--- src/include/ambient_light_cfg.svh ---
`ifndef AMBIENT_LIGHT_CFG_SVH
`define AMBIENT_LIGHT_CFG_SVH

// register addresses
`define LIGHT_CMD_ADDR 8'h80
`define LIGHT_PARAM_ADDR 8'h84
`define LIGHT_RES_HI_ADDR 8'h85
`define LIGHT_RES_LO_ADDR 8'h86

// command register fields
`define LIGHT_TRIG_BIT 4
`define LIGHT_READY_BIT 6

// parameter register fields
`define LIGHT_CONT_BIT 7
`define LIGHT_OFFS_BIT 3
`define LIGHT_AVG_MSB 2
`define LIGHT_AVG_LSB 0

// continuous off, offset compensation on, averaging 2^5 = 32
`define LIGHT_PARAM_RESET 8'h0D
// bits 6..4 are not implemented
`define LIGHT_PARAM_RW_MASK 8'h8F

`endif

--- src/include/ambient_light_pkg.sv ---
package ambient_light_pkg;

    typedef enum logic [2:0] {
        ST_IDLE = 3'b000,
        ST_OFFS_START = 3'b001,
        ST_OFFS_WAIT = 3'b010,
        ST_LIGHT_START = 3'b011,
        ST_LIGHT_WAIT = 3'b100,
        ST_FINISH = 3'b101
    } light_state_t;

    typedef logic [15:0] light_sample_t;

endpackage

--- src/hdl/ambient_light_measure_config.sv ---
`include "ambient_light_cfg.svh"

// Summary of operation
// - light parameter settings live in one 8-bit register at address 84h.
// - bit 7 selects continuous conversion, read/write, resets to 0.
// - bit 3 enables offset compensation, read/write, resets to 1.
// - with compensation on, offset is measured before each reading and subtracted.
// - bits 2..0 set how many conversions one measurement cycle performs.
// - conversions equal two to the field value; reset value gives 32.
// - the stored result is the mean of all conversions in the cycle.
// - host sets the trigger bit; device runs one measurement sequence.
// - 16-bit result: high byte at 85h, low byte at 86h.
module ambient_light_measure_config #(
    parameter int SAMPLE_W = 16,
    parameter int AVG_W = 3,
    parameter int CNT_W = 8
) (
    // clock and reset
    input wire logic clk,
    input wire logic rst_n,
    // register access
    input wire logic [7:0] regAddr,
    input wire logic [7:0] regWrData,
    input wire logic regWrite,
    input wire logic regRead,
    output logic [7:0] regRdData,
    // converter
    output logic convStart,
    output logic convOffset,
    input wire logic convDone,
    input wire logic [SAMPLE_W-1:0] convData
);

    ////////////////////////////////////////////////////////////////////////////
    // helpers

    function automatic logic [CNT_W-1:0] convCount(input logic [AVG_W-1:0] avg);
        convCount = CNT_W'(1) << avg;
    endfunction

    function automatic logic [SAMPLE_W-1:0] offsetCorrect(
        input logic [SAMPLE_W-1:0] raw,
        input logic [SAMPLE_W-1:0] off,
        input logic en
    );
        // clamp at zero: a noisy offset above the reading must not wrap
        if (!en) begin
            offsetCorrect = raw;
        end else if (raw > off) begin
            offsetCorrect = raw - off;
        end else begin
            offsetCorrect = '0;
        end
    endfunction

    ////////////////////////////////////////////////////////////////////////////
    // register decode

    logic [7:0] paramReg;
    logic [SAMPLE_W-1:0] lightResult;
    logic lightDataReady;
    ambient_light_pkg::light_state_t state;
    ambient_light_pkg::light_state_t next_state;

    wire cmdSel = (regAddr == `LIGHT_CMD_ADDR);
    wire paramSel = (regAddr == `LIGHT_PARAM_ADDR);
    wire resHiSel = (regAddr == `LIGHT_RES_HI_ADDR);
    wire resLoSel = (regAddr == `LIGHT_RES_LO_ADDR);
    wire paramWrite = regWrite && paramSel;
    wire idle = (state == ambient_light_pkg::ST_IDLE);
    wire busy = !idle;
    wire contMode = paramReg[`LIGHT_CONT_BIT];
    wire lightSingleShotTrigger = regWrite && cmdSel && regWrData[`LIGHT_TRIG_BIT];
    // a trigger while busy is dropped; the running sequence is not restarted
    wire startReq = idle && (lightSingleShotTrigger || contMode);

    logic [7:0] cmdView;
    logic [7:0] next_rdData;

    always_comb begin
        cmdView = 8'h00;
        cmdView[`LIGHT_READY_BIT] = lightDataReady;
        cmdView[`LIGHT_TRIG_BIT] = busy;
    end

    assign next_rdData = !regRead ? regRdData :
                         cmdSel ? cmdView :
                         paramSel ? (paramReg & `LIGHT_PARAM_RW_MASK) :
                         resHiSel ? lightResult[15:8] :
                         resLoSel ? lightResult[7:0] :
                         8'h00;

    always_ff @(posedge clk) begin
        if (!rst_n) begin
            paramReg <= `LIGHT_PARAM_RESET;
        end else if (paramWrite) begin
            paramReg <= regWrData & `LIGHT_PARAM_RW_MASK;
        end
    end

    always_ff @(posedge clk) begin
        if (!rst_n) begin
            regRdData <= 8'h00;
        end else begin
            regRdData <= next_rdData;
        end
    end

    ////////////////////////////////////////////////////////////////////////////
    // measurement sequencer

    // settings are frozen at start so a write mid-cycle cannot skew the mean
    logic runOffs;
    logic [AVG_W-1:0] runAvg;
    logic [CNT_W-1:0] convCnt;
    logic [SAMPLE_W-1:0] offsetVal;
    logic [SAMPLE_W-1:0] avgMean;

    wire [CNT_W-1:0] next_convCnt = convCnt + CNT_W'(1);
    wire lastConv = (next_convCnt == convCount(runAvg));
    wire sampleTaken = (state == ambient_light_pkg::ST_LIGHT_WAIT) && convDone;
    wire [SAMPLE_W-1:0] corrected = offsetCorrect(convData, offsetVal, runOffs);

    assign convStart = (state == ambient_light_pkg::ST_OFFS_START) ||
                       (state == ambient_light_pkg::ST_LIGHT_START);
    assign convOffset = (state == ambient_light_pkg::ST_OFFS_START);

    always_comb begin
        case (state)
            ambient_light_pkg::ST_IDLE: begin
                if (!startReq) begin
                    next_state = ambient_light_pkg::ST_IDLE;
                end else if (paramReg[`LIGHT_OFFS_BIT]) begin
                    next_state = ambient_light_pkg::ST_OFFS_START;
                end else begin
                    next_state = ambient_light_pkg::ST_LIGHT_START;
                end
            end
            ambient_light_pkg::ST_OFFS_START: next_state = ambient_light_pkg::ST_OFFS_WAIT;
            ambient_light_pkg::ST_OFFS_WAIT: begin
                next_state = convDone ? ambient_light_pkg::ST_LIGHT_START :
                                        ambient_light_pkg::ST_OFFS_WAIT;
            end
            ambient_light_pkg::ST_LIGHT_START: next_state = ambient_light_pkg::ST_LIGHT_WAIT;
            ambient_light_pkg::ST_LIGHT_WAIT: begin
                if (!convDone) begin
                    next_state = ambient_light_pkg::ST_LIGHT_WAIT;
                end else if (lastConv) begin
                    next_state = ambient_light_pkg::ST_FINISH;
                end else if (runOffs) begin
                    next_state = ambient_light_pkg::ST_OFFS_START;
                end else begin
                    next_state = ambient_light_pkg::ST_LIGHT_START;
                end
            end
            ambient_light_pkg::ST_FINISH: next_state = ambient_light_pkg::ST_IDLE;
            default: next_state = ambient_light_pkg::ST_IDLE;
        endcase
    end

    always_ff @(posedge clk) begin
        if (!rst_n) begin
            state <= ambient_light_pkg::ST_IDLE;
        end else begin
            state <= next_state;
        end
    end

    always_ff @(posedge clk) begin
        if (!rst_n) begin
            runOffs <= 1'b0;
            runAvg <= '0;
        end else if (startReq) begin
            runOffs <= paramReg[`LIGHT_OFFS_BIT];
            runAvg <= paramReg[`LIGHT_AVG_MSB:`LIGHT_AVG_LSB];
        end
    end

    always_ff @(posedge clk) begin
        if (!rst_n || startReq) begin
            convCnt <= '0;
        end else if (sampleTaken) begin
            convCnt <= next_convCnt;
        end
    end

    always_ff @(posedge clk) begin
        if (!rst_n) begin
            offsetVal <= '0;
        end else if (state == ambient_light_pkg::ST_OFFS_WAIT && convDone) begin
            offsetVal <= convData;
        end
    end

    light_sample_averager #(
        .SAMPLE_W(SAMPLE_W),
        .SHIFT_W(AVG_W)
    ) u_averager (
        .clk(clk),
        .rst_n(rst_n),
        .clear(startReq),
        .addValid(sampleTaken),
        .sample(corrected),
        .shift(runAvg),
        .mean(avgMean)
    );

    // result and ready change together; ready falls only when a new run starts
    always_ff @(posedge clk) begin
        if (!rst_n) begin
            lightResult <= '0;
            lightDataReady <= 1'b0;
        end else if (state == ambient_light_pkg::ST_FINISH) begin
            lightResult <= avgMean;
            lightDataReady <= 1'b1;
        end else if (startReq) begin
            lightDataReady <= 1'b0;
        end
    end

    ////////////////////////////////////////////////////////////////////////////
    // checks

    property p_param_write;
        @(posedge clk) disable iff (!rst_n)
        paramWrite |=> paramReg == ($past(regWrData) & `LIGHT_PARAM_RW_MASK);
    endproperty
    a_param_write: assert property (p_param_write)
        else $error("parameter register did not take the write");

    property p_cont_restart;
        @(posedge clk) disable iff (!rst_n)
        idle && contMode |=> !idle;
    endproperty
    a_cont_restart: assert property (p_cont_restart)
        else $error("continuous mode did not restart a measurement");

    property p_reset_value;
        @(posedge clk) disable iff (!rst_n)
        $past(!rst_n) |-> paramReg == `LIGHT_PARAM_RESET;
    endproperty
    a_reset_value: assert property (p_reset_value)
        else $error("parameter register reset value wrong");

    property p_offset_first;
        @(posedge clk) disable iff (!rst_n)
        state == ambient_light_pkg::ST_LIGHT_START && runOffs |->
            $past(state) == ambient_light_pkg::ST_OFFS_WAIT;
    endproperty
    a_offset_first: assert property (p_offset_first)
        else $error("light conversion without a preceding offset conversion");

    property p_conv_count;
        @(posedge clk) disable iff (!rst_n)
        state == ambient_light_pkg::ST_FINISH |-> convCnt == convCount(runAvg);
    endproperty
    a_conv_count: assert property (p_conv_count)
        else $error("wrong number of conversions in the cycle");

    property p_mean_stored;
        @(posedge clk) disable iff (!rst_n)
        state == ambient_light_pkg::ST_FINISH |=> lightResult == $past(avgMean) && lightDataReady;
    endproperty
    a_mean_stored: assert property (p_mean_stored)
        else $error("mean not stored at end of cycle");

    property p_trigger_start;
        @(posedge clk) disable iff (!rst_n)
        idle && lightSingleShotTrigger |=> convStart ##1 !idle;
    endproperty
    a_trigger_start: assert property (p_trigger_start)
        else $error("trigger did not start a conversion");

    property p_result_bytes;
        @(posedge clk) disable iff (!rst_n)
        regRead && resHiSel |=> regRdData == $past(lightResult[15:8]);
    endproperty
    a_result_bytes: assert property (p_result_bytes)
        else $error("result high byte read wrong");

    property p_unused_zero;
        @(posedge clk) disable iff (!rst_n)
        regRead && paramSel |=> regRdData[6:4] == 3'b000;
    endproperty
    a_unused_zero: assert property (p_unused_zero)
        else $error("unused parameter bits read nonzero");

endmodule

--- src/hdl/light_sample_averager.sv ---
module light_sample_averager #(
    parameter int SAMPLE_W = 16,
    parameter int SHIFT_W = 3
) (
    // clock and reset
    input wire logic clk,
    input wire logic rst_n,
    // accumulate
    input wire logic clear,
    input wire logic addValid,
    input wire logic [SAMPLE_W-1:0] sample,
    // mean
    input wire logic [SHIFT_W-1:0] shift,
    output logic [SAMPLE_W-1:0] mean
);

    // wide enough that 2^(2^SHIFT_W - 1) full-scale samples never overflow
    localparam int ACC_W = SAMPLE_W + (1 << SHIFT_W) - 1;

    logic [ACC_W-1:0] acc;
    logic [ACC_W-1:0] next_acc;
    logic [ACC_W-1:0] shifted;

    assign next_acc = clear ? '0 : (addValid ? acc + ACC_W'(sample) : acc);
    // power-of-two count, so the division is a plain shift
    assign shifted = acc >> shift;
    assign mean = shifted[SAMPLE_W-1:0];

    always_ff @(posedge clk) begin
        if (!rst_n) begin
            acc <= '0;
        end else begin
            acc <= next_acc;
        end
    end

endmodule

--- config.mk ---
export PLATFORM = sky130hd
export DESIGN_NAME = ambient_light_measure_config
export DESIGN_NICKNAME = d
export VERILOG_FILES = /design/src/include/ambient_light_pkg.sv /design/src/hdl/ambient_light_measure_config.sv /design/src/hdl/light_sample_averager.sv
export VERILOG_INCLUDE_DIRS = /design/src /design/src/include
export SDC_FILE = /design/constraint.sdc
export NUM_CORES = 1
export LEC_CHECK = 0
export ABC_AREA = 1
export BUFFER_PORTS_ARGS = -buffer_cell sky130_fd_sc_hd__buf_2
export CAP_MARGIN = 20
export CORE_MARGIN = 1.5
export CORE_UTILIZATION = 28
export CTS_CLUSTER_DIAMETER = 120
export DETAILED_ROUTE_END_ITERATION = 6
export PLACE_DENSITY = 0.52
export REMOVE_ABC_BUFFERS = 1
export SLEW_MARGIN = 20
export SYNTH_ARGS = -nofsm -noshare
export SYNTH_HDL_FRONTEND = slang
export SYNTH_SLANG_ARGS = --single-unit
--- constraint.sdc ---
create_clock -name clk -period 4.6 [get_ports clk]
set_input_delay 0.92 -clock clk [delete_from_list [all_inputs] [get_ports clk]]
set_output_delay 0.92 -clock clk [all_outputs]
set_load 0.01 [all_outputs]
==> flow_results.xml <==
<?xml version="1.0" encoding="UTF-8"?>
<metrics>
  <group name="outcome">
    <metric name="status" unit="">finished, final reports clean</metric>
  </group>
  <group name="cells_and_area">
    <metric name="postLayoutCoreUtil" unit="%">32.2</metric>
    <metric name="layout-drive-gt1-share" unit="%">9.68</metric>
    <metric name="multi_input_combinational_cell_area" unit="µm²">3920</metric>
    <metric name="insertedDiodeCount" unit="">0</metric>
    <metric name="areaGrowthSynthToFinish" unit="%">12.0</metric>
    <metric name="finalNetCount" unit="">1102</metric>
    <metric name="final_design_area_no_fill" unit="µm²">7040</metric>
    <metric name="sequential_cell_area" unit="µm²">1680</metric>
    <metric name="fillCellCount" unit="">2500</metric>
  </group>
  <group name="worst_setup_path">
    <metric name="worst-endpoint-required" unit="ps">4850</metric>
    <metric name="worst_setup_path_start_kind" unit="">primary input</metric>
    <metric name="crit_fanout" unit="">12</metric>
    <metric name="critical_path.slowest_cell" unit="">fa_1</metric>
    <metric name="critical_path.reg2reg.endpoint" unit="">u_averager.acc[20]</metric>
    <metric name="timing.critical_path.mode_cell" unit="">nand2_1</metric>
    <metric name="cp_data_arrival_time" unit="ps">4300</metric>
    <metric name="path_class" unit="">primary input to flop</metric>
    <metric name="worst_r2r_startpoint" unit="">offsetVal[9]</metric>
    <metric name="reg2reg_depth" unit="">21</metric>
    <metric name="critical-path-max-stage-delay" unit="ps">450</metric>
    <metric name="crit_chain" unit="">buf_2 -&gt; inv_1 -&gt; ha_1 -&gt; fa_1 -&gt; o21ai_2 -&gt; nand2_1 -&gt; nand2_1 -&gt; nand2_1 -&gt; nand2_1 -&gt; nand2_1 -&gt; o22ai_1 -&gt; ha_1 -&gt; fa_1 -&gt; nand2_1 -&gt; nand3_1 -&gt; and2_2 -&gt; nand2_1 -&gt; nand2_1 -&gt; nand2_1 -&gt; nand2_2 -&gt; nand4_1 -&gt; nor2_1 -&gt; nor2_1</metric>
    <metric name="reg2reg_slack" unit="ps">940</metric>
    <metric name="crit_path_end_kind" unit="">flop</metric>
  </group>
  <group name="sta">
    <metric name="share_of_the_cycle_needed_by_the_critical_path_after_routing" unit="%">88.2</metric>
    <metric name="finalCriticalPeriod" unit="ps">4060</metric>
    <metric name="finalSetupTns" unit="ps">0</metric>
    <metric name="slew_violations" unit="">0</metric>
    <metric name="rsz0062_at_grt" unit="">false</metric>
    <metric name="achievable-frequency" unit="MHz">247</metric>
    <metric name="setup_violations" unit="">0</metric>
    <metric name="slew_headroom" unit="%">51.6</metric>
    <metric name="worst_clock_skew" unit="ps">6.43</metric>
    <metric name="final-hold-violation-count" unit="">0</metric>
    <metric name="tightest_slew" unit="ps">726</metric>
  </group>
  <group name="cts">
    <metric name="cts_hold_buffers" unit="">0</metric>
    <metric name="clock-sinks" unit="">84</metric>
    <metric name="path_clk_slew" unit="ps">60</metric>
    <metric name="clock_latency_at_the_later_pin_of_the_worst_skew_pair" unit="ps">350</metric>
    <metric name="cts_tree" unit="">built</metric>
    <metric name="cts.repair.resized" unit="">0</metric>
    <metric name="root_buffer" unit="">clkbuf_16</metric>
    <metric name="setup_bufs_post_cts" unit="">0</metric>
    <metric name="htree_num_levels" unit="">3</metric>
    <metric name="ctsLongestPathBuffers" unit="">2</metric>
    <metric name="cts_bufs_inserted" unit="">9</metric>
  </group>
  <group name="worst_hold_path">
    <metric name="hold-path-cell-count" unit="">2</metric>
    <metric name="whs_endpoint" unit="">offsetVal[14]</metric>
    <metric name="min-delay-start" unit="">offsetVal[14]</metric>
    <metric name="hp-class" unit="">flop to flop</metric>
  </group>
  <group name="route">
    <metric name="dr.first_iter.drc_count" unit="">361</metric>
    <metric name="vias_per_cell" unit="">4.76</metric>
    <metric name="first_pass_iteration_count_of_the_detailed_router" unit="">4</metric>
    <metric name="drc" unit="">0</metric>
    <metric name="detail_route.wirelength" unit="mm">16.8</metric>
    <metric name="drtAntennaViolNets" unit="">0</metric>
    <metric name="vias" unit="">6249</metric>
    <metric name="avgRoutedWirePerCell" unit="µm">12.8</metric>
  </group>
  <group name="global_routing">
    <metric name="antenna_found_initial" unit="">0</metric>
    <metric name="grt_max_degree" unit="">41</metric>
    <metric name="grt_pass1_vias" unit="">5933</metric>
    <metric name="grt_overflow_total" unit="">0</metric>
    <metric name="wire_length_of_the_first_global_routing_pass" unit="mm">28.8</metric>
    <metric name="grtUsageTotal" unit="%">14.9</metric>
  </group>
  <group name="pwr">
    <metric name="total_power" unit="mW">1.59</metric>
    <metric name="total_switching_power" unit="mW">0.424</metric>
    <metric name="worst_ir_drop_vdd" unit="mV">0.146</metric>
    <metric name="internal_power" unit="mW">1.17</metric>
    <metric name="switching_part_of_the_total_power" unit="%">26.6</metric>
    <metric name="powerDensity" unit="nW/µm²">226</metric>
    <metric name="clkPwrFrac" unit="%">44.1</metric>
    <metric name="pwr-share-seq" unit="%">45.8</metric>
    <metric name="power.combinational.fraction" unit="%">10.2</metric>
    <metric name="static-leakage-power" unit="nW">3.09</metric>
  </group>
  <group name="floorplanning">
    <metric name="ioPinCount" unit="">47</metric>
    <metric name="die_width" unit="µm">153</metric>
    <metric name="die-height" unit="µm">153</metric>
    <metric name="core_area" unit="µm²">21900</metric>
    <metric name="die-area" unit="µm²">23300</metric>
    <metric name="site_row_count" unit="">54</metric>
    <metric name="start_util" unit="%">28.7</metric>
  </group>
  <group name="synthesis">
    <metric name="synth_top_area_share" unit="%">26.8</metric>
    <metric name="synth_enable_flop_cells" unit="">0</metric>
    <metric name="yosys.cell_types.count" unit="">50</metric>
    <metric name="synth.largest_area_cell" unit="">dfxtp_1</metric>
    <metric name="yosys_register_bits" unit="">84</metric>
    <metric name="leading_cell_types_by_count_after_synthesis" unit="">nand2_1 (255), inv_1 (128), a21oi_1 (98), o21ai_0 (85), dfxtp_1 (84)</metric>
    <metric name="yosysMostFrequentCell" unit="">nand2_1</metric>
    <metric name="dominantRegCellSynth" unit="">dfxtp_1</metric>
    <metric name="async_reset_ff_share" unit="%">0</metric>
    <metric name="synth_warnings" unit="">0</metric>
    <metric name="syn_inst" unit="">996</metric>
    <metric name="seq_area_frac_synth" unit="%">26.8</metric>
    <metric name="syn-cell-area" unit="µm²">6280</metric>
    <metric name="synth.area.top_cells" unit="">dfxtp_1 (27%), nand2_1 (15%), a21oi_1 (7.8%)</metric>
    <metric name="synth_area_per_cell" unit="µm²">6.31</metric>
  </group>
  <group name="run">
    <metric name="max-cap-violations" unit="">0</metric>
  </group>
  <group name="place">
    <metric name="place.detailed.hpwl" unit="mm">13.1</metric>
    <metric name="port_buffers" unit="">44</metric>
    <metric name="placer_s_final_routability_congestion_estimate" unit="">0.863</metric>
    <metric name="postPlaceCellArea" unit="µm²">6760</metric>
  </group>
</metrics>
-- routing by layer --
| metal | GRT usage [%] | wire length, µm | vias to the layer above | share of wire [%] |
|---|---|---|---|---|
| met2 | 24.6 | 7480 | 93 | 44 |
| li1 | - | - | 3364 | - |
| met3 | 2.73 | 494 | 21 | 2.9 |
| met5 | 0 | 0 | - | 0 |
| met4 | 4.12 | 323 | 0 | 1.9 |
| met1 | 19.8 | 8520 | 2771 | 51 |
-- worst max-delay path by stage --
stage / slack [ps] / cells past startpoint / to / start
floorplan: 860 / 22 / u_averager.acc[20] / convData[0]
global placement: 230 / 23 / u_averager.acc[20] / convData[0]
detailed placement: 180 / 23 / u_averager.acc[20] / convData[0]
CTS: 530 / 23 / u_averager.acc[20] / convData[0]
global route: 90 / 23 / u_averager.acc[14] / convData[0]
finish: 540 / 23 / u_averager.acc[20] / convData[0]
-- flip-flops by register name (all words and copies together), names as in the netlist --
| signal | flops |
|---|---|
| state | 3 |
| convCnt | 8 |
| regRdData | 8 |
| u_averager.acc | 23 |
| paramReg | 5 |
| lightResult | 16 |
| offsetVal | 16 |
| runAvg | 3 |
| lightDataReady | 1 |
| runOffs | 1 |
-- layout make-up --
cell class              count  share of cell area, %
repair buffers             55                   4.30
inverters                 134                   7.15
flip-flops and latches     84                   23.9
multi-input cells         744                   55.7
well taps                 280                   4.98
clock buffers              11                   3.45
clock inverters             5                  0.515
-- logic make-up after synthesis --
logic type      synth area share [%]
simple gates                    29.8
compound gates                  22.3
buf+inv                         10.8
flops                           26.8
fa+ha+maj                       7.61
xor+xnor                        2.51
mux                            0.159
-- per-stage QoR --
step           hold slack, ps  setup WS [ps]  cells
6_report                  458            543   1313
5_1_grt                   476           88.4   1313
4_1_cts                   461            531   1313
3_5_place_dp              451            181   1297
3_3_place_gp              444            234   1297
2_1_floorplan             427            858    962
-- cell usage in the layout, fill, tap and decap left out, types with 9 or more instances in the layout --
cell,n
nand2_1,255
a21oi_1,98
nor2_1,65
o21ai_0,85
clkbuf_16,9
dfxtp_1,84
xor2_1,11
inv_1,128
ha_1,35
o21ai_1,14
o211ai_1,17
buf_2,44
nand4_1,9
buf_4,11
nand3_1,78
-- critical path: cells and delay by family --
family | cells | cell delay (ps)
AO/OA/AOI/OAI | 2 | 510
AND/OR/NAND/NOR | 15 | 1620
buffers and inverters | 2 | 130
adder cells (fa/ha/maj) | 4 | 1120
-- power by group through the flow --
| stage | registers [mW] | clock network, mW | logic (mW) |
|---|---|---|---|
| after floorplan | 0.746 | 0 | 0.103 |
| after global placement | 0.746 | 0 | 0.161 |
| after detailed placement | 0.746 | 0 | 0.162 |
| after CTS | 0.729 | 0.729 | 0.163 |
| after global routing | 0.729 | 0.761 | 0.184 |
| final | 0.729 | 0.702 | 0.162 |
(Power assumes the default switching activity.)
